<file path="config.mk">
export PLATFORM = sky130hd
export DESIGN_NAME = gtm_irq_port
export DESIGN_NICKNAME = d
export VERILOG_FILES = /design/src/gtm_pkg.sv /design/src/gtm_irq_port.sv
export SDC_FILE = /design/constraint.sdc
export NUM_CORES = 1
export LEC_CHECK = 0
export BUFFER_PORTS_ARGS = -buffer_cell sky130_fd_sc_hd__buf_2
export CAP_MARGIN = 0
export CORE_ASPECT_RATIO = 1.5
export CORE_UTILIZATION = 60
export DETAILED_ROUTE_END_ITERATION = 8
export GPL_ROUTABILITY_DRIVEN = 0
export PLACE_DENSITY_LB_ADDON = 0.15
export SYNTH_ARGS = -nofsm -noshare
export SYNTH_HDL_FRONTEND = slang
export SYNTH_SLANG_ARGS = --single-unit
export TNS_END_PERCENT = 50
</file>
<file path="constraint.sdc">
create_clock -name clk -period 5.45 [get_ports clk]
set_input_delay 0.2725 -clock clk [delete_from_list [all_inputs] [get_ports clk]]
set_output_delay 0.2725 -clock clk [all_outputs]
set_load 0.005 [all_outputs]
</file>
<file path="src/gtm_pkg.sv">
// Shared constants and carriers for the timer interrupt and port block
package gtm_pkg;
	localparam int NSRC = 11;
	localparam int AW = 8;
	// Register byte addresses
	localparam logic [7:0] A_MCR = 8'h00;
	localparam logic [7:0] A_ISR = 8'h04;
	localparam logic [7:0] A_MSK = 8'h08;
	localparam logic [7:0] A_FLG = 8'h0C;
	localparam logic [7:0] A_DIR = 8'h10;
	localparam logic [7:0] A_DAT = 8'h14;
	localparam logic [7:0] A_ACC = 8'h18;
	localparam logic [7:0] A_FRC = 8'h1C;
	localparam logic [7:0] A_MOD = 8'h20;
	localparam logic [7:0] A_FUN = 8'h24;
	localparam logic [7:0] A_SCC = 8'h28;
	// Interrupt setup fields
	localparam int ISR_LVL = 0;
	localparam int ISR_VB = 4;
	localparam int ISR_PA = 8;
	// Accumulator control status bits
	localparam int ACC_ACCUMULATOR_PIN_STATE = 7;
	localparam int ACC_EXT_CLOCK_PIN_STATE = 6;
	// Modulator control bits
	localparam int MOD_PPROUT = 0;
	localparam int MOD_F1A = 1;
	localparam int MOD_F1B = 2;
	localparam int MOD_GPA = 3;
	localparam int MOD_GPB = 4;
	// Compare force bits
	localparam int FRC_FA = 0;
	localparam int FRC_FB = 1;
	// Function config fields
	localparam int FUN_CAP = 8;
	localparam int FUN_ROLE = 16;
	localparam int FUN_CPROUT = 17;
	// Port bit of the first compare and shared pins
	localparam int PIN_OC1 = 3;
	localparam int PIN_SHR = 7;
	localparam logic [3:0] SRC_ADJ = 4'h0;
	localparam logic [1:0] ARB_LAST = 2'h3;
	typedef enum {ST_IDLE, ST_ARB, ST_VEC} gtm_state_t;
	// Acknowledge cycle from the processor side
	typedef struct packed {
		logic start;
		logic [2:0] level;
		logic step;
		logic line;
		logic done;
	} gtm_ack_in_t;
	// Answer to the acknowledge cycle
	typedef struct packed {
		logic [7:0] vector;
		logic vec_oe;
		logic arb_out;
		logic arb_oe;
	} gtm_ack_out_t;
endpackage

</file>
<file path="src/gtm_irq_port.sv">
// Timer interrupt request, arbitration, vector and port pin logic
// Behaviour
// Eleven sources, each requests only with its mask bit set.
// Two 8-bit masks, byte or word access, zero at reset.
// Mask bit aligns with flag bit; set flag and mask make request.
// Three-bit level picks request line; 111 highest, 000 disables.
// Source codes 0 adjusted, 1-3 captures, 4-7 compares, 8-11 others.
// Matching acknowledge level makes block drive its arbitration bits serially.
// Winner drives vector base nibble with source code, held stable.
// Software loads vector base before enabling interrupts.
// Lower source wins; adjusted source beats all, reported as 0000.
// Request stays while any enabled flag remains set.
// Flag clears by read then zero write; recurring event keeps it.
// Processor accepts higher levels and drives acknowledged level out.
// Pins pass pulses over two clocks, reject under one clock.
// Shared pin register holds capture value or compare value by role.
// Free first compare pin can output counter clock.
// First modulator pin can output modulator counter clock.
// Direction register bit per pin; only capture/compare pins bidirectional.
// Port data read returns actual pin levels.
// Port writes latch; driven when compare function off and output.
// Port write can trigger capture on capture-configured pin.
// Accumulator control shows accumulator and clock pin levels.
// Modulator pins as outputs follow force value and force one.
// Flags set only by events, never by processor writes.
// Vector chosen from pending sources sampled at acknowledge start.
`timescale 1ns/1ps
`default_nettype none
module gtm_irq_port (
	input wire logic clk,
	input wire logic reset_n,
	input wire logic psel,
	input wire logic penable,
	input wire logic pwrite,
	input wire logic [gtm_pkg::AW-1:0] paddr,
	input wire logic [31:0] pwdata,
	input wire logic [3:0] pstrb,
	output logic [31:0] prdata,
	output logic pready,
	output logic pslverr,
	input wire logic [gtm_pkg::NSRC-1:0] event_pulse,
	output logic [6:0] irq_req_n,
	input wire gtm_pkg::gtm_ack_in_t ack_in,
	output gtm_pkg::gtm_ack_out_t ack_out,
	input wire logic [7:0] port_pin_in,
	output logic [7:0] port_pin_out,
	output logic [7:0] port_pin_oe,
	input wire logic [7:0] oc_level,
	output logic [7:0] port_level,
	output logic [7:0] capture_kick,
	input wire logic accumulator_input_pin,
	input wire logic ext_clock_pin,
	output logic accumulator_pin_state,
	output logic ext_clock_pin_state,
	input wire logic tcnt_clk_en,
	input wire logic pwm_clk_en,
	input wire logic [15:0] tcnt,
	input wire logic [1:0] pwm_wave,
	output logic modulator_out_a,
	output logic modulator_out_b,
	output logic [15:0] shared_cc_value
);
	import gtm_pkg::*;

	logic [3:0] arbitration_number;
	logic [11:0] interrupt_setup_register;
	logic [15:0] event_mask;
	logic [15:0] event_flags;
	logic [15:0] flag_armed;
	logic [7:0] port_direction_register;
	logic [7:0] port_data_register;
	logic [5:0] accumulator_control_register;
	logic [1:0] compare_force_register;
	logic [4:0] modulator_control_register;
	logic [17:0] func_cfg;
	logic [15:0] shared_cc;
	logic [9:0] sync_a;
	logic [9:0] sync_b;
	logic [9:0] sync_c;
	logic [9:0] filt;
	logic [9:0] filt_d;
	gtm_state_t state;
	logic [1:0] arb_bit;
	logic [7:0] vec_hold;

	// Bus decode
	wire setup = psel & ~penable;
	wire wr = psel & penable & pwrite;
	wire rd = psel & penable & ~pwrite;
	wire [7:0] ofs = paddr;
	wire hit_mcr = ofs == A_MCR;
	wire hit_isr = ofs == A_ISR;
	wire hit_msk = ofs == A_MSK;
	wire hit_flg = ofs == A_FLG;
	wire hit_dir = ofs == A_DIR;
	wire hit_dat = ofs == A_DAT;
	wire hit_acc = ofs == A_ACC;
	wire hit_frc = ofs == A_FRC;
	wire hit_mod = ofs == A_MOD;
	wire hit_fun = ofs == A_FUN;
	wire hit_scc = ofs == A_SCC;
	wire mapped = hit_mcr | hit_isr | hit_msk | hit_flg | hit_dir | hit_dat
		| hit_acc | hit_frc | hit_mod | hit_fun | hit_scc;
	wire [15:0] lane = {{8{pstrb[1]}}, {8{pstrb[0]}}};

	// Read data is loaded in the setup cycle, so it is settled for the
	// whole access phase; unmapped addresses read zero and change nothing.
	// Zero wait state slave, error on unmapped
	assign pready = 1'b1;
	assign pslverr = psel & penable & ~mapped;

	// Filtered pin levels: eight port pins, accumulator, clock
	wire [9:0] raw = {ext_clock_pin, accumulator_input_pin, port_pin_in};
	wire [9:0] filt_edge = filt ^ filt_d;
	assign port_level = filt[7:0];
	assign accumulator_pin_state = filt[8];
	assign ext_clock_pin_state = filt[9];

	// Interrupt setup fields
	wire [2:0] lvl = interrupt_setup_register[ISR_LVL +: 3];
	wire [3:0] vbase = interrupt_setup_register[ISR_VB +: 4];
	wire [3:0] padj = interrupt_setup_register[ISR_PA +: 4];

	// mask aligned with flags
	wire [NSRC-1:0] pend = event_flags[NSRC-1:0] & event_mask[NSRC-1:0];
	wire any_pend = |pend;

	// Adjust values of zero or above the source count select nothing.
	// Mask and flag bits above the source count never raise a request.
	// fixed priority with adjust override
	logic [3:0] win_code;
	always_comb begin
		win_code = SRC_ADJ;
		for (int i = NSRC - 1; i >= 0; i--) begin
			if (pend[i]) begin
				win_code = 4'(i + 1);
			end
		end
		if (padj != SRC_ADJ && padj <= 4'(NSRC) && pend[padj - 4'h1]) begin
			win_code = SRC_ADJ;
		end
	end

	// one request line per level
	logic [6:0] next_irq_req_n;
	always_comb begin
		next_irq_req_n = 7'h7F;
		if (lvl != 3'h0 && any_pend) begin
			next_irq_req_n[lvl - 3'h1] = 1'b0;
		end
	end

	// An event landing in the clearing cycle wins over the clear, and an
	// event between the read and the write disarms its bit, so software
	// loses an unseen event only if it lands in the setup cycle of the flag read, whose access cycle then arms its bit.
	// flag clear: armed by read, zero write clears, event wins
	wire flg_rd = rd & hit_flg;
	wire flg_wr = wr & hit_flg;
	wire [15:0] ev16 = {{(16 - NSRC){1'b0}}, event_pulse};
	wire [15:0] clr = {16{flg_wr}} & lane & flag_armed & ~pwdata[15:0];
	wire [15:0] next_flags = (event_flags & ~clr) | ev16;
	wire [15:0] next_armed = flg_rd ? event_flags
		: (flag_armed & ~ev16 & ~({16{flg_wr}} & lane));

	// A compare function that owns its pin hides the latched port data;
	// the latch shows again once the function is released.
	// compare owns pin or latched data drives it
	wire [7:0] owns = func_cfg[7:0];
	wire [7:0] cap_en = func_cfg[FUN_CAP +: 8];
	logic [7:0] next_pin_out;
	always_comb begin
		next_pin_out = (owns & oc_level) | (~owns & port_data_register);
		// counter clock on free first compare pin
		if (func_cfg[FUN_CPROUT] && !owns[PIN_OC1]) begin
			next_pin_out[PIN_OC1] = tcnt_clk_en;
		end
	end

	// write to port data kicks capture pins
	wire dat_wr = wr & hit_dat & pstrb[0];
	wire [7:0] next_kick = cap_en & (filt_edge[7:0]
		| ({8{dat_wr}} & (pwdata[7:0] ^ filt[7:0])));

	// The modulator clock output takes precedence over the general output.
	// general outputs use force value and force one
	wire mod_a_gp = modulator_control_register[MOD_F1A]
		| compare_force_register[FRC_FA];
	wire mod_b_gp = modulator_control_register[MOD_F1B]
		| compare_force_register[FRC_FB];
	wire next_mod_a = modulator_control_register[MOD_PPROUT] ? pwm_clk_en
		: (modulator_control_register[MOD_GPA] ? mod_a_gp : pwm_wave[0]);
	wire next_mod_b = modulator_control_register[MOD_GPB] ? mod_b_gp
		: pwm_wave[1];

	// shared register captures only in capture role
	wire shr_cap = ~func_cfg[FUN_ROLE] & next_kick[PIN_SHR];

	// Read data mux
	logic [31:0] rmux;
	always_comb begin
		rmux = 32'h0;
		unique case (1'b1)
			hit_mcr: rmux[3:0] = arbitration_number;
			hit_isr: rmux[11:0] = interrupt_setup_register;
			hit_msk: rmux[15:0] = event_mask;
			hit_flg: rmux[15:0] = event_flags;
			hit_dir: rmux[7:0] = port_direction_register;
			// R18 reads return pin levels
			hit_dat: rmux[7:0] = filt[7:0];
			// pin states in accumulator control
			hit_acc: rmux[7:0] = {filt[8], filt[9],
				accumulator_control_register};
			hit_frc: rmux[1:0] = compare_force_register;
			hit_mod: rmux[4:0] = modulator_control_register;
			hit_fun: rmux[17:0] = func_cfg;
			hit_scc: rmux[15:0] = shared_cc;
			default: rmux = 32'h0;
		endcase
	end

	// Only the second and third stages feed the filter, so a metastable first
	// stage never reaches logic. A level must agree in two samples
	// before it passes, which drops one-clock glitches.
	// two-stage sync then two-sample agreement filter
	always_ff @(posedge clk or negedge reset_n) begin
		if (!reset_n) begin
			sync_a <= 10'h000;
			sync_b <= 10'h000;
			sync_c <= 10'h000;
			filt <= 10'h000;
			filt_d <= 10'h000;
		end else begin
			sync_a <= raw;
			sync_b <= sync_a;
			sync_c <= sync_b;
			filt <= (sync_b & sync_c) | (filt & (sync_b | sync_c));
			filt_d <= filt;
		end
	end

	// Software registers
	always_ff @(posedge clk or negedge reset_n) begin
		if (!reset_n) begin
			arbitration_number <= 4'h0;
			interrupt_setup_register <= 12'h000;
			port_direction_register <= 8'h00;
			port_data_register <= 8'h00;
			accumulator_control_register <= 6'h00;
			compare_force_register <= 2'h0;
			modulator_control_register <= 5'h00;
			func_cfg <= 18'h00000;
		end else if (wr) begin
			// arbitration number held here
			if (hit_mcr && pstrb[0]) arbitration_number <= pwdata[3:0];
			if (hit_isr && pstrb[0]) interrupt_setup_register[7:0] <= pwdata[7:0];
			if (hit_isr && pstrb[1]) interrupt_setup_register[11:8] <= pwdata[11:8];
			// one direction bit per pin
			if (hit_dir && pstrb[0]) port_direction_register <= pwdata[7:0];
			if (dat_wr) port_data_register <= pwdata[7:0];
			if (hit_acc && pstrb[0]) accumulator_control_register <= pwdata[5:0];
			if (hit_frc && pstrb[0]) compare_force_register <= pwdata[1:0];
			if (hit_mod && pstrb[0]) modulator_control_register <= pwdata[4:0];
			if (hit_fun && pstrb[0]) func_cfg[7:0] <= pwdata[7:0];
			if (hit_fun && pstrb[1]) func_cfg[15:8] <= pwdata[15:8];
			if (hit_fun && pstrb[2]) func_cfg[17:16] <= pwdata[17:16];
		end
	end

	// masks byte or word writable, zero at reset
	always_ff @(posedge clk or negedge reset_n) begin
		if (!reset_n) begin
			event_mask <= 16'h0000;
		end else if (wr && hit_msk) begin
			event_mask <= (event_mask & ~lane) | (pwdata[15:0] & lane);
		end
	end

	// flags only set by events
	always_ff @(posedge clk or negedge reset_n) begin
		if (!reset_n) begin
			event_flags <= 16'h0000;
			flag_armed <= 16'h0000;
		end else begin
			event_flags <= next_flags;
			flag_armed <= next_armed;
		end
	end

	// shared register: software value or captured count
	always_ff @(posedge clk or negedge reset_n) begin
		if (!reset_n) begin
			shared_cc <= 16'h0000;
		end else if (shr_cap) begin
			shared_cc <= tcnt;
		end else if (wr && hit_scc) begin
			shared_cc <= (shared_cc & ~lane) | (pwdata[15:0] & lane);
		end
	end
	assign shared_cc_value = shared_cc;

	// Registered outputs: read data, request lines, pins
	always_ff @(posedge clk or negedge reset_n) begin
		if (!reset_n) begin
			prdata <= 32'h0;
			irq_req_n <= 7'h7F;
			port_pin_out <= 8'h00;
			port_pin_oe <= 8'h00;
			capture_kick <= 8'h00;
			modulator_out_a <= 1'b0;
			modulator_out_b <= 1'b0;
		end else begin
			if (setup) prdata <= rmux;
			// request held while enabled flag set
			irq_req_n <= next_irq_req_n;
			port_pin_out <= next_pin_out;
			// drive enable from direction bit
			port_pin_oe <= port_direction_register;
			capture_kick <= next_kick;
			// modulator clock on first modulator pin
			modulator_out_a <= next_mod_a;
			modulator_out_b <= next_mod_b;
		end
	end

	// acknowledge match on own nonzero level
	wire ack_hit = ack_in.start && lvl != 3'h0 && ack_in.level == lvl
		&& any_pend;
	wire my_bit = arbitration_number[ARB_LAST - arb_bit];
	wire lost = ack_in.step && ~my_bit && ack_in.line;

	// The vector is latched when the acknowledge starts, so a later event
	// cannot change the answer while it is on the bus. A done pulse ends
	// the cycle from any state, which covers an aborted acknowledge.
	// Acknowledge state machine
	always_ff @(posedge clk or negedge reset_n) begin
		if (!reset_n) begin
			state <= ST_IDLE;
			arb_bit <= 2'h0;
			vec_hold <= 8'h00;
		end else begin
			unique case (state)
				ST_IDLE: begin
					if (ack_hit) begin
						state <= ST_ARB;
						arb_bit <= 2'h0;
						// winner sampled at acknowledge start
						// vector from base and source code
						vec_hold <= {vbase, win_code};
					end
				end
				ST_ARB: begin
					if (ack_in.done || lost) begin
						state <= ST_IDLE;
					end else if (ack_in.step) begin
						arb_bit <= arb_bit + 2'h1;
						if (arb_bit == ARB_LAST) state <= ST_VEC;
					end
				end
				ST_VEC: begin
					if (ack_in.done) state <= ST_IDLE;
				end
			endcase
		end
	end

	// vector held stable while driven
	// low nibble is the source code
	assign ack_out.vector = vec_hold;
	assign ack_out.vec_oe = state == ST_VEC;
	assign ack_out.arb_out = 1'b1;
	assign ack_out.arb_oe = state == ST_ARB && my_bit;
endmodule
`default_nettype wire

</file>
==> qor.csv, run 1 <==
metric;value;unit
finClkSkew;15.2;ps
grt_pass1_wl;44.4;mm
drt_first_pass_iters;8;
final_cell_mix;dfrtp_1 (231), buf_2 (176), mux2_2 (95);
critPathMaxFanout;22;
tns;0;ps
die_area;18300;sq um
synth.avg_cell_area;12.1;sq um
synth-edff-count;0;
ys_types;76;
core_area;17300;sq um
hold_class;input port to register;
row_count;59;
root_buffer;clkbuf_16;
fmax;378;MHz
grt_overflow;0;
worstMarginPinSlew;1280;ps
ctsResizeCount;0;
leakage;6.11;nW
drive_gt1_share;31.7;%
wl_per_cell;22.0;um
rsz0062_at_grt;false;
cp_cell_sequence;buf_2, or4b_4, nor4_2, o311a_1, nand2b_1, mux2_1;
synth-async-reset-ratio;100;%
hold_viol_final;0;
crit_required;5840;ps
hold_slack;9.33;ps
grt_max_degree;158;
post_cts_buffers;0;
crit_slowest_cell;or4b_4;
io_buffer_count;177;
clockBufferDepth;3;
tritoncts;done;
final.period_utilization;48.5;%
synthFlopType;dfrtp_1;
grt_usage;31.9;%
power_density;304;nW/um^2
synth_area;10600;sq um
status;completed;
final_max_slew_viol_count;0;
ys_seq_area_share;56.1;%
max_cap_violations;0;
initial_core_util;61.3;%
via_per_inst;6.16;
yosys_warnings;0;
die_h;165;um
antenna_left;0;
finalSetupViolCount;0;
vias;8096;
drc;0;
crit_type;input port to register;
dp_hpwl;20.3;mm
crit_path_max_incr_delay;620;ps
nets;1200;
clock_latency;510;ps
first_iter_violations;696;
endpoint_kind;register;
grt_pass1_vias;8026;
cp-start-kind;input port;
clkTransAtPathRegs;60;ps
ir_drop;0.375;mV
synthCells;878;
io_pins;209;
antennaDiodeCount;0;
antenna_found_initial;1;
htreeDepth;1;
ys_ff_latch;238;
maxSlewHeadroom;14.1;%
wl;29.0;mm
cp_data_arrival_time;3030;ps
numCtsBuffers;23;
final_common_cell;dfrtp_1;
syn_to_final_growth;20.2;%
die_w;111;um
fillerInstances;1227;
cts_sinks;238;
fin_crit;2640;ps
kinds of logic after synthesis:
family                     after synthesis  share of synthesized area [%]
and+or+nand+nor                        230                           11.5
DFF                                    238                           56.1
AOI/OAI and AO/OA                      176                           12.1
buffers and inverters                   78                           3.65
muxes                                  126                           13.9
adders and majority gates               18                           1.86
xor gates and xnor gates                10                          0.824
other                                    2                         0.0707
Yosys cell counts (all sizes together), types with 7 or more instances:
cell	number	area share, %
ha	7	0.82
mux2	109	12
a22oi	23	1.6
nor4	7	0.53
nand2	73	2.6
o211ai	7	0.49
buf	28	1.9
and2	8	0.47
a31oi	16	0.94
o21ai	30	1.4
dfstp	7	1.7
xnor2	8	0.66
nor2	43	1.6
nand2b	17	1.0
nor3	13	0.87
maj3	11	1.0
a21oi	16	0.75
nand3	17	0.80
a22o	13	1.1
clkbuf	29	1.0
a21o	13	0.92
nand3b	14	0.99
mux2i	14	1.3
dfrtp	231	54
inv	21	0.74
path summary, 6_finish.rpt:
path / from / to / slack [ps] / cells after the start
worst max-delay path: paddr[2] / register / 2810 / 6
worst max register to register: filt[7] / register / 3210 / 5
worst min-delay path: pwdata[17] / func_cfg[17] / 9 / 2
max in group asynchronous: reset_n / sync_c[7] / 3840 / 3
min in group asynchronous: reset_n / state[1] / 350 / 2
worst min register to register: sync_a[4] / sync_b[4] / 350 / 0
power by group:
group | switching [mW] | internal [mW]
Clock | 0.672 | 0.911
Sequential | 0.0671 | 1.83
Combinational | 0.221 | 0.183
what timing repair did:
item,in CTS,in global routing
endpoints found under the hold margin,116,1
hold buffers,43,1
endpoints found under the setup margin,0,0
final cells by class:
class | count | area (sq um) | share of cell area [%]
clock inverter | 10 | 111 | 0.871
multi-input combinational | 576 | 4330 | 33.9
clock buffer | 29 | 628 | 4.91
tap | 213 | 267 | 2.09
inverter | 21 | 78.8 | 0.617
timing repair buffer | 228 | 1400 | 11.0
sequential | 238 | 5960 | 46.7
metal layers:
| layer | part of all wire, % | vias to the layer above | wire (um) | track usage, % |
|---|---|---|---|---|
| met5 | 0.052 | - | 15 | 0 |
| met2 | 50 | 394 | 14600 | 54.3 |
| met1 | 37 | 3998 | 10800 | 38.9 |
| li1 | - | 3594 | - | - |
| met4 | 5.7 | 2 | 1660 | 18.5 |
| met3 | 6.5 | 108 | 1880 | 4.88 |
critical path: cells and delay by family:
kind	cells	cell delay (ps)
AO/OA/AOI/OAI	1	230
multiplexers	1	560
AND/OR/NAND/NOR	3	1560
buffers and inverters	1	400
stage by stage:
step	setup slack (ps)	cells	power [mW]	util (%)	area [sq um]
final	2810	1315	3.89	73.7	12800
after global placement	2370	1232	2.29	66.9	11600
after floorplan	3060	892	2.13	-	10700
after CTS	2840	1314	3.91	73.6	12800
after global routing	2670	1315	4.03	73.7	12800
after detailed placement	2320	1232	2.31	66.9	11600
(Power assumes the default switching activity.)
==> run 2: changes to the inputs <==
--- a/config.mk
+++ b/config.mk
@@ -5,10 +5,11 @@
 export SDC_FILE = /design/constraint.sdc
 export NUM_CORES = 1
 export LEC_CHECK = 0
+export ABC_AREA = 1
 export BUFFER_PORTS_ARGS = -buffer_cell sky130_fd_sc_hd__buf_2
 export CAP_MARGIN = 0
 export CORE_ASPECT_RATIO = 1.5
-export CORE_UTILIZATION = 60
+export CORE_UTILIZATION = 55
 export DETAILED_ROUTE_END_ITERATION = 8
 export GPL_ROUTABILITY_DRIVEN = 0
 export PLACE_DENSITY_LB_ADDON = 0.15
==> constraint.sdc (replaced) <==
create_clock -name clk -period 2.7 [get_ports clk]
set_input_delay 0.135 -clock clk [delete_from_list [all_inputs] [get_ports clk]]
set_output_delay 0.135 -clock clk [all_outputs]
set_load 0.005 [all_outputs]
==> run 2 against run 1 <==
  * Cell area increased by 2.9%
  * Wire length grew 2.1%
  * Setup slack lost 2400 ps
  * Critical path depth is 2 higher
  * Power rose by 99%
  * Clock-buffer cell count is 3 higher
  * Register-to-register slack lost 2800 ps
  * Core utilization shrank 3.3 points
  * Sequential cell count is the same
  * Sequential power increased by 97%
  * Largest cell class unchanged
  * Highest routed layer is now met4
==> qor.csv, run 2 <==
metric;value;unit;change
place_inst;1639;;+33%
drc;0;;unchanged
antennaDiodeCount;0;;unchanged
worstMarginPinSlew;814;ps;-470 ps
finClkSkew;10.8;ps;-4.36 ps
clock_latency;520;ps;about the same
ctsResizeCount;0;;unchanged
syn_to_final_growth;24.4;%;
clockBufferDepth;3;;unchanged
tns;0;ps;unchanged
crit_path_frequent_cell;nand2_1;;
power_density;587;nW/um^2;+93%
initial_core_util;56.5;%;-4.7 points
grt_usage;31.4;%;-0.48 points
ys_seq_area_share;56.4;%;+0.32 points
ys_ff_latch;238;;unchanged
crit_slowest_cell;dlygate4sd3_1;;
gr-usage-met1;40.0;%;+1.0 points
crit_path_max_incr_delay;560;ps;-60 ps
row_count;61;;+3.4%
io_buffer_count;177;;unchanged
leakage;6.92;nW;+13%
fmax;431;MHz;
die_h;172;um;+4.1%
antenna_left;0;;unchanged
synth.top_cell.area_share;54.7;%;+0.31 points
ir_drop;0.648;mV;+73%
status;completed;;
hp-start;tcnt[8];;
hold_viol_final;0;;unchanged
seq_area;5960;sq um;unchanged
synth_area_leader_cell;dfrtp_1;;
core_area;18700;sq um;+7.8%
wl;29.6;mm;+2.1%
antenna_found_initial;0;;-1
final_cells;1749;;+33%
cp_data_arrival_time;2770;ps;-260 ps
grt_util_met3;3.88;%;-1.0 points
grt_pass1_vias;8986;;+12%
fillerInstances;1479;;+21%
critPathLaunch;filt[7];;
finalSetupViolCount;0;;unchanged
io_pins;209;;unchanged
globalRoute.busiestLayer;met2;;
numCtsBuffers;22;;-4.3%
first_iter_violations;744;;+6.9%
nets;1594;;+33%
cp-start-kind;register;;
via_per_inst;5.37;;-13%
gr-usage-met2;52.4;%;-1.9 points
synth_top_cells_by_count;nand2_1 (400), dfrtp_1 (231), inv_1 (136), o21ai_0 (123), nor2_1 (67);;
cp_cell_sequence;xor2_1, nand4_2, o21ai_4, nand3_4, nand2_1, nand2_1, dlygate4sd3_1, nand2_1;;
grt_pass1_wl;46.7;mm;+5.4%
synth-async-reset-ratio;100;%;unchanged
drive_gt1_share;17.4;%;-14 points
rsz0062_at_grt;false;;
synthCells;1234;;+41%
synth_most_common_cell;nand2_1;;
dp_hpwl;21.0;mm;+3.6%
hold_class;input port to register;;
vias;9388;;+16%
fin_crit;2320;ps;
synth_area;10600;sq um;-0.57%
max_cap_violations;0;;unchanged
multiInputGateArea;3830;sq um;-12%
wl_per_cell;16.9;um;-23%
final_max_slew_viol_count;0;;unchanged
synth-edff-count;0;;unchanged
final_cell_mix;nand2_1 (400), dfrtp_1 (231), buf_2 (176);;
ys_types;43;;-43%
grt_max_degree;77;;-51%
cts_sinks;238;;unchanged
yosys_warnings;0;;unchanged
crit_required;3150;ps;-2690 ps
worst_r2r_startpoint;filt[7];;
synth.avg_cell_area;8.56;sq um;-29%
root_buffer;clkbuf_16;;
maxSlewHeadroom;45.4;%;+31 points
synthFlopType;dfrtp_1;;
grt_overflow;0;;unchanged
die_area;19800;sq um;+8.3%
clkTransAtPathRegs;70;ps;about the same
tritoncts;done;;
synthTopCellsByArea;dfrtp_1 (55%), nand2_1 (14%), o21ai_0 (5.8%);;
die_w;115;um;+4.1%
critPathMaxFanout;32;;+45%
crit_type;register to register;;
drt_first_pass_iters;5;;-3
htreeDepth;1;;unchanged
endpoint_kind;register;;
final_common_cell;nand2_1;;
final.period_utilization;86.0;%;
## run 2: logic make-up after synthesis
family	synth area share [%]
buffers and inverters	7.86
adder cells (fa/ha/maj)	1.78
AO/OA/AOI/OAI	9.39
XOR/XNOR	0.580
other	0.0711
flip-flops	56.4
AND/OR/NAND/NOR	23.9
## run 2: layout make-up
cell class | instances | area share, %
clock inverters | 7 | 0.980
multi-input cells | 817 | 29.1
well taps | 252 | 2.40
flip-flops and latches | 238 | 45.4
inverters | 146 | 4.17
clock buffers | 32 | 5.08
repair buffers | 257 | 12.9
## run 2: final timing paths
check,to,slack [ps],depth (start not counted)
max,register,380,8
min,register,20,5
max reg2reg,register,380,8
min reg2reg,sync_b[4],340,0
max in group asynchronous,sync_a[0],1730,3
min in group asynchronous,port_pin_oe[3],170,2
## run 2: power by group
part / total (mW) / switching [mW] / leakage [nW] / internal [mW]
logic: 0.619 / 0.369 / 3.47 / 0.250
registers: 3.75 / 0.0836 / 3.06 / 3.66
clock network: 3.36 / 1.35 / 0.393 / 2.01
total: 7.72 / 1.80 / 6.92 / 5.93
## run 2: per-stage QoR
step	area (sq um)	hold WS [ps]	util (%)	worst slack (ps)	power, mW
final	13200	17.6	70.3	379	7.72
after global routing	13200	33.0	70.3	163	7.99
after CTS	13200	0.306	70.3	384	7.76
after detailed placement	11600	147	62.3	747	4.35
after global placement	11600	145	62.3	749	4.34
after floorplan	10600	-161	-	1030	4.07
## run 2: timing repair
action,CTS,global route
buffers inserted,0,0
hold endpoints to repair,165,0
hold buffers,71,0
## run 2: critical path: cells and delay by family (launching register included)
family / cells / cell delay, ps
AOI/OAI and AO/OA: 1 / 210
xor gates and xnor gates: 1 / 210
buffers and inverters: 1 / 560
DFF: 1 / 460
and+or+nand+nor: 5 / 820
## run 2: per-layer routing
metal	vias up	wire, um
met5	-	0
met4	0	1600
met3	102	2180
met2	447	14400
met1	4431	11400
li1	4408	-
==> run 3: changes to the inputs <==
--- a/config.mk
+++ b/config.mk
@@ -12,6 +12,7 @@
 export CORE_UTILIZATION = 55
 export DETAILED_ROUTE_END_ITERATION = 8
 export GPL_ROUTABILITY_DRIVEN = 0
+export GPL_TIMING_DRIVEN = 0
 export PLACE_DENSITY_LB_ADDON = 0.15
 export SYNTH_ARGS = -nofsm -noshare
 export SYNTH_HDL_FRONTEND = slang
==> run 3 against run 2 <==
  * Sequential share of layout area fell by 0.62 points
  * Clock-buffer cell count rose by 4
  * Register-to-register slack improved by 140 ps
  * Worst hold slack got worse by 12 ps
  * Sequential power about the same
  * Cell area grew 1.4%
  * Fmax grew 6.3%
  * Final cell count grew 2.6%
  * Clock power down 11%
  * Critical path type unchanged
  * Largest power group unchanged
==> qor.csv, run 3 (synthesis results as in run 2) <==
metric;value;unit;change
hp-start;ack_in[0];;
die_area;19800;sq um;unchanged
status;completed;;
worstMarginPinSlew;889;ps;+75.3 ps
clockBufferDepth;3;;unchanged
row_count;61;;unchanged
final_cell_mix;nand2_1 (400), dfrtp_1 (231), buf_2 (186);;
pwr-share-comb;8.7;%;+0.7 points
wl;31.1;mm;+5.0%
first_iter_violations;650;;-13%
grt_pass1_vias;9343;;+4.0%
initial_core_util;56.5;%;unchanged
via_per_inst;5.32;;-0.79%
max_cap_violations;0;;unchanged
die_h;172;um;unchanged
critPathTopFamily;buffers and inverters;;
grt_overflow;0;;unchanged
leakage;7.01;nW;+1.3%
hold_slack;5.47;ps;-12.1 ps
antenna_found_initial;0;;unchanged
clockPowerShare;40.5;%;-3.0 points
critPathLaunch;func_cfg[15];;
io_buffer_count;177;;unchanged
cp_data_arrival_time;2580;ps;-190 ps
p_switching;1.78;mW;-1.2%
clkTransAtPathRegs;60;ps;about the same
nets;1638;;+2.8%
tritoncts;done;;
antenna_left;0;;unchanged
dp_hpwl;22.1;mm;+5.2%
cp_cell_sequence;clkbuf_1, clkbuf_1, nand4_1, nand2_1, dlygate4sd3_1, nand2_1;;
place_ws;762;ps;+14.8 ps
root_buffer;clkbuf_16;;
rsz0062_at_grt;false;;
finalSetupViolCount;0;;unchanged
hold_viol_final;0;;unchanged
fmax;458;MHz;+6.3%
die_w;115;um;unchanged
syn_to_final_growth;26.2;%;
postPlaceCellArea;11900;sq um;+2.1%
vias;9553;;+1.8%
clock_latency;520;ps;about the same
final.period_utilization;80.9;%;-5.1 points
grt_pass1_wl;48.6;mm;+4.1%
crit_required;3100;ps;-50 ps
fin_crit;2180;ps;-138 ps
cts_sinks;238;;unchanged
final_max_slew_viol_count;0;;unchanged
drt_first_pass_iters;5;;unchanged
seqPwrFrac;50.7;%;+2.2 points
fillerInstances;1429;;-3.4%
wl_per_cell;17.3;um;+2.4%
crit_path_max_incr_delay;550;ps;about the same
io_pins;209;;unchanged
core_area;18700;sq um;unchanged
crit_slowest_cell;dlygate4sd3_1;;
worst_slack;517;ps;+138 ps
crit_type;register to register;;
internal-power;5.61;mW;-5.3%
critPathMaxFanout;10;;-69%
maxSlewHeadroom;40.7;%;-4.7 points
grt_max_degree;131;;+70%
finClkSkew;21.7;ps;+10.9 ps
drc;0;;unchanged
swShare;24.0;%;+0.77 points
numCtsBuffers;22;;unchanged
crit_buf_inv;3;;+2
ir_drop;0.514;mV;-21%
htreeDepth;1;;unchanged
worst_r2r_startpoint;func_cfg[15];;
cp-start-kind;register;;
design_area;13300;sq um;+1.4%
ctsResizeCount;0;;unchanged
drive_gt1_share;18.2;%;+0.74 points
power_density;554;nW/um^2;-5.7%
hold_class;input port to register;;
grt_usage;32.7;%;+1.3 points
endpoint_kind;register;;
final_common_cell;nand2_1;;
-- run 3: cell types whose count changed in the layout (fill, tap and decap cells not counted), sizes merged --
cell         change
buf             +25
clkbuf          +19
diode            +1
clkinvlp         +1
dlygate4sd3      +4
bufinv           -3
inv              -1
clkinv           -1
-- run 3: what timing repair did --
item                                   in CTS  in global routing
endpoints found under the hold margin     210                  0
hold buffers                               75                  0
buffers inserted                            0                  0
-- run 3: through the flow --
stage	std cells	power [mW]	util, %	TNS [ps]
floorplan	1248	4.07	-	0
global route	1793	7.65	71.3	0
CTS	1793	7.42	71.3	0
finish	1794	7.39	71.3	0
detailed placement	1679	4.38	63.6	0
global placement	1677	4.35	63.2	-592380
-- run 3: worst paths after layout --
check                                                end  slack, ps  cells past startpoint
setup / recovery                                register        520                      6
setup reg to reg                                register        520                      6
hold / removal                                  state[1]          5                      6
max in group asynchronous                     prdata[15]       1450                      4
hold reg to reg                                sync_b[1]        350                      0
min in group asynchronous  modulator_control_register[4]        290                      3
-- run 3: worst register-to-register path, cell delays in order (launching register included) --
cell	delay, ps
dfrtp_1	390
clkbuf_1	380
clkbuf_1	400
nand4_1	210
nand2_1	110
dlygate4sd3_1	550
nand2_1	50
-- run 3: layout make-up --
| cell class | instances | area (sq um) | share of cell area [%] |
|---|---|---|---|
| Multi-Input combinational cell | 817 | 3830 | 28.7 |
| Clock inverter | 3 | 28.8 | 0.216 |
| Sequential cell | 238 | 5960 | 44.7 |
| Clock buffer | 36 | 663 | 4.97 |
| Buffer | 47 | 283 | 2.12 |
| Inverter | 146 | 548 | 4.11 |
| Timing Repair Buffer | 254 | 1700 | 12.8 |
| Tap cell | 252 | 315 | 2.36 |
| Antenna cell | 1 | 2.50 | 0.0188 |
-- run 3: power by group through the flow --
| stage | registers, mW | logic (mW) | clock network (mW) |
|---|---|---|---|
| 2_1_floorplan | 3.79 | 0.280 | 0 |
| 3_3_place_gp | 3.81 | 0.546 | 0 |
| 3_5_place_dp | 3.81 | 0.570 | 0 |
| 4_1_cts | 3.75 | 0.644 | 3.03 |
| 5_1_grt | 3.76 | 0.727 | 3.16 |
| 6_report | 3.75 | 0.646 | 2.99 |
-- run 3: metal layers --
layer | up-vias | GRT usage [%] | share of wire [%]
met2 | 433 | 55.6 | 50
li1 | 4496 | - | -
met1 | 4525 | 39.9 | 38
met3 | 99 | 5.39 | 7.1
met4 | 0 | 17.4 | 5.1
met5 | - | 0 | 0
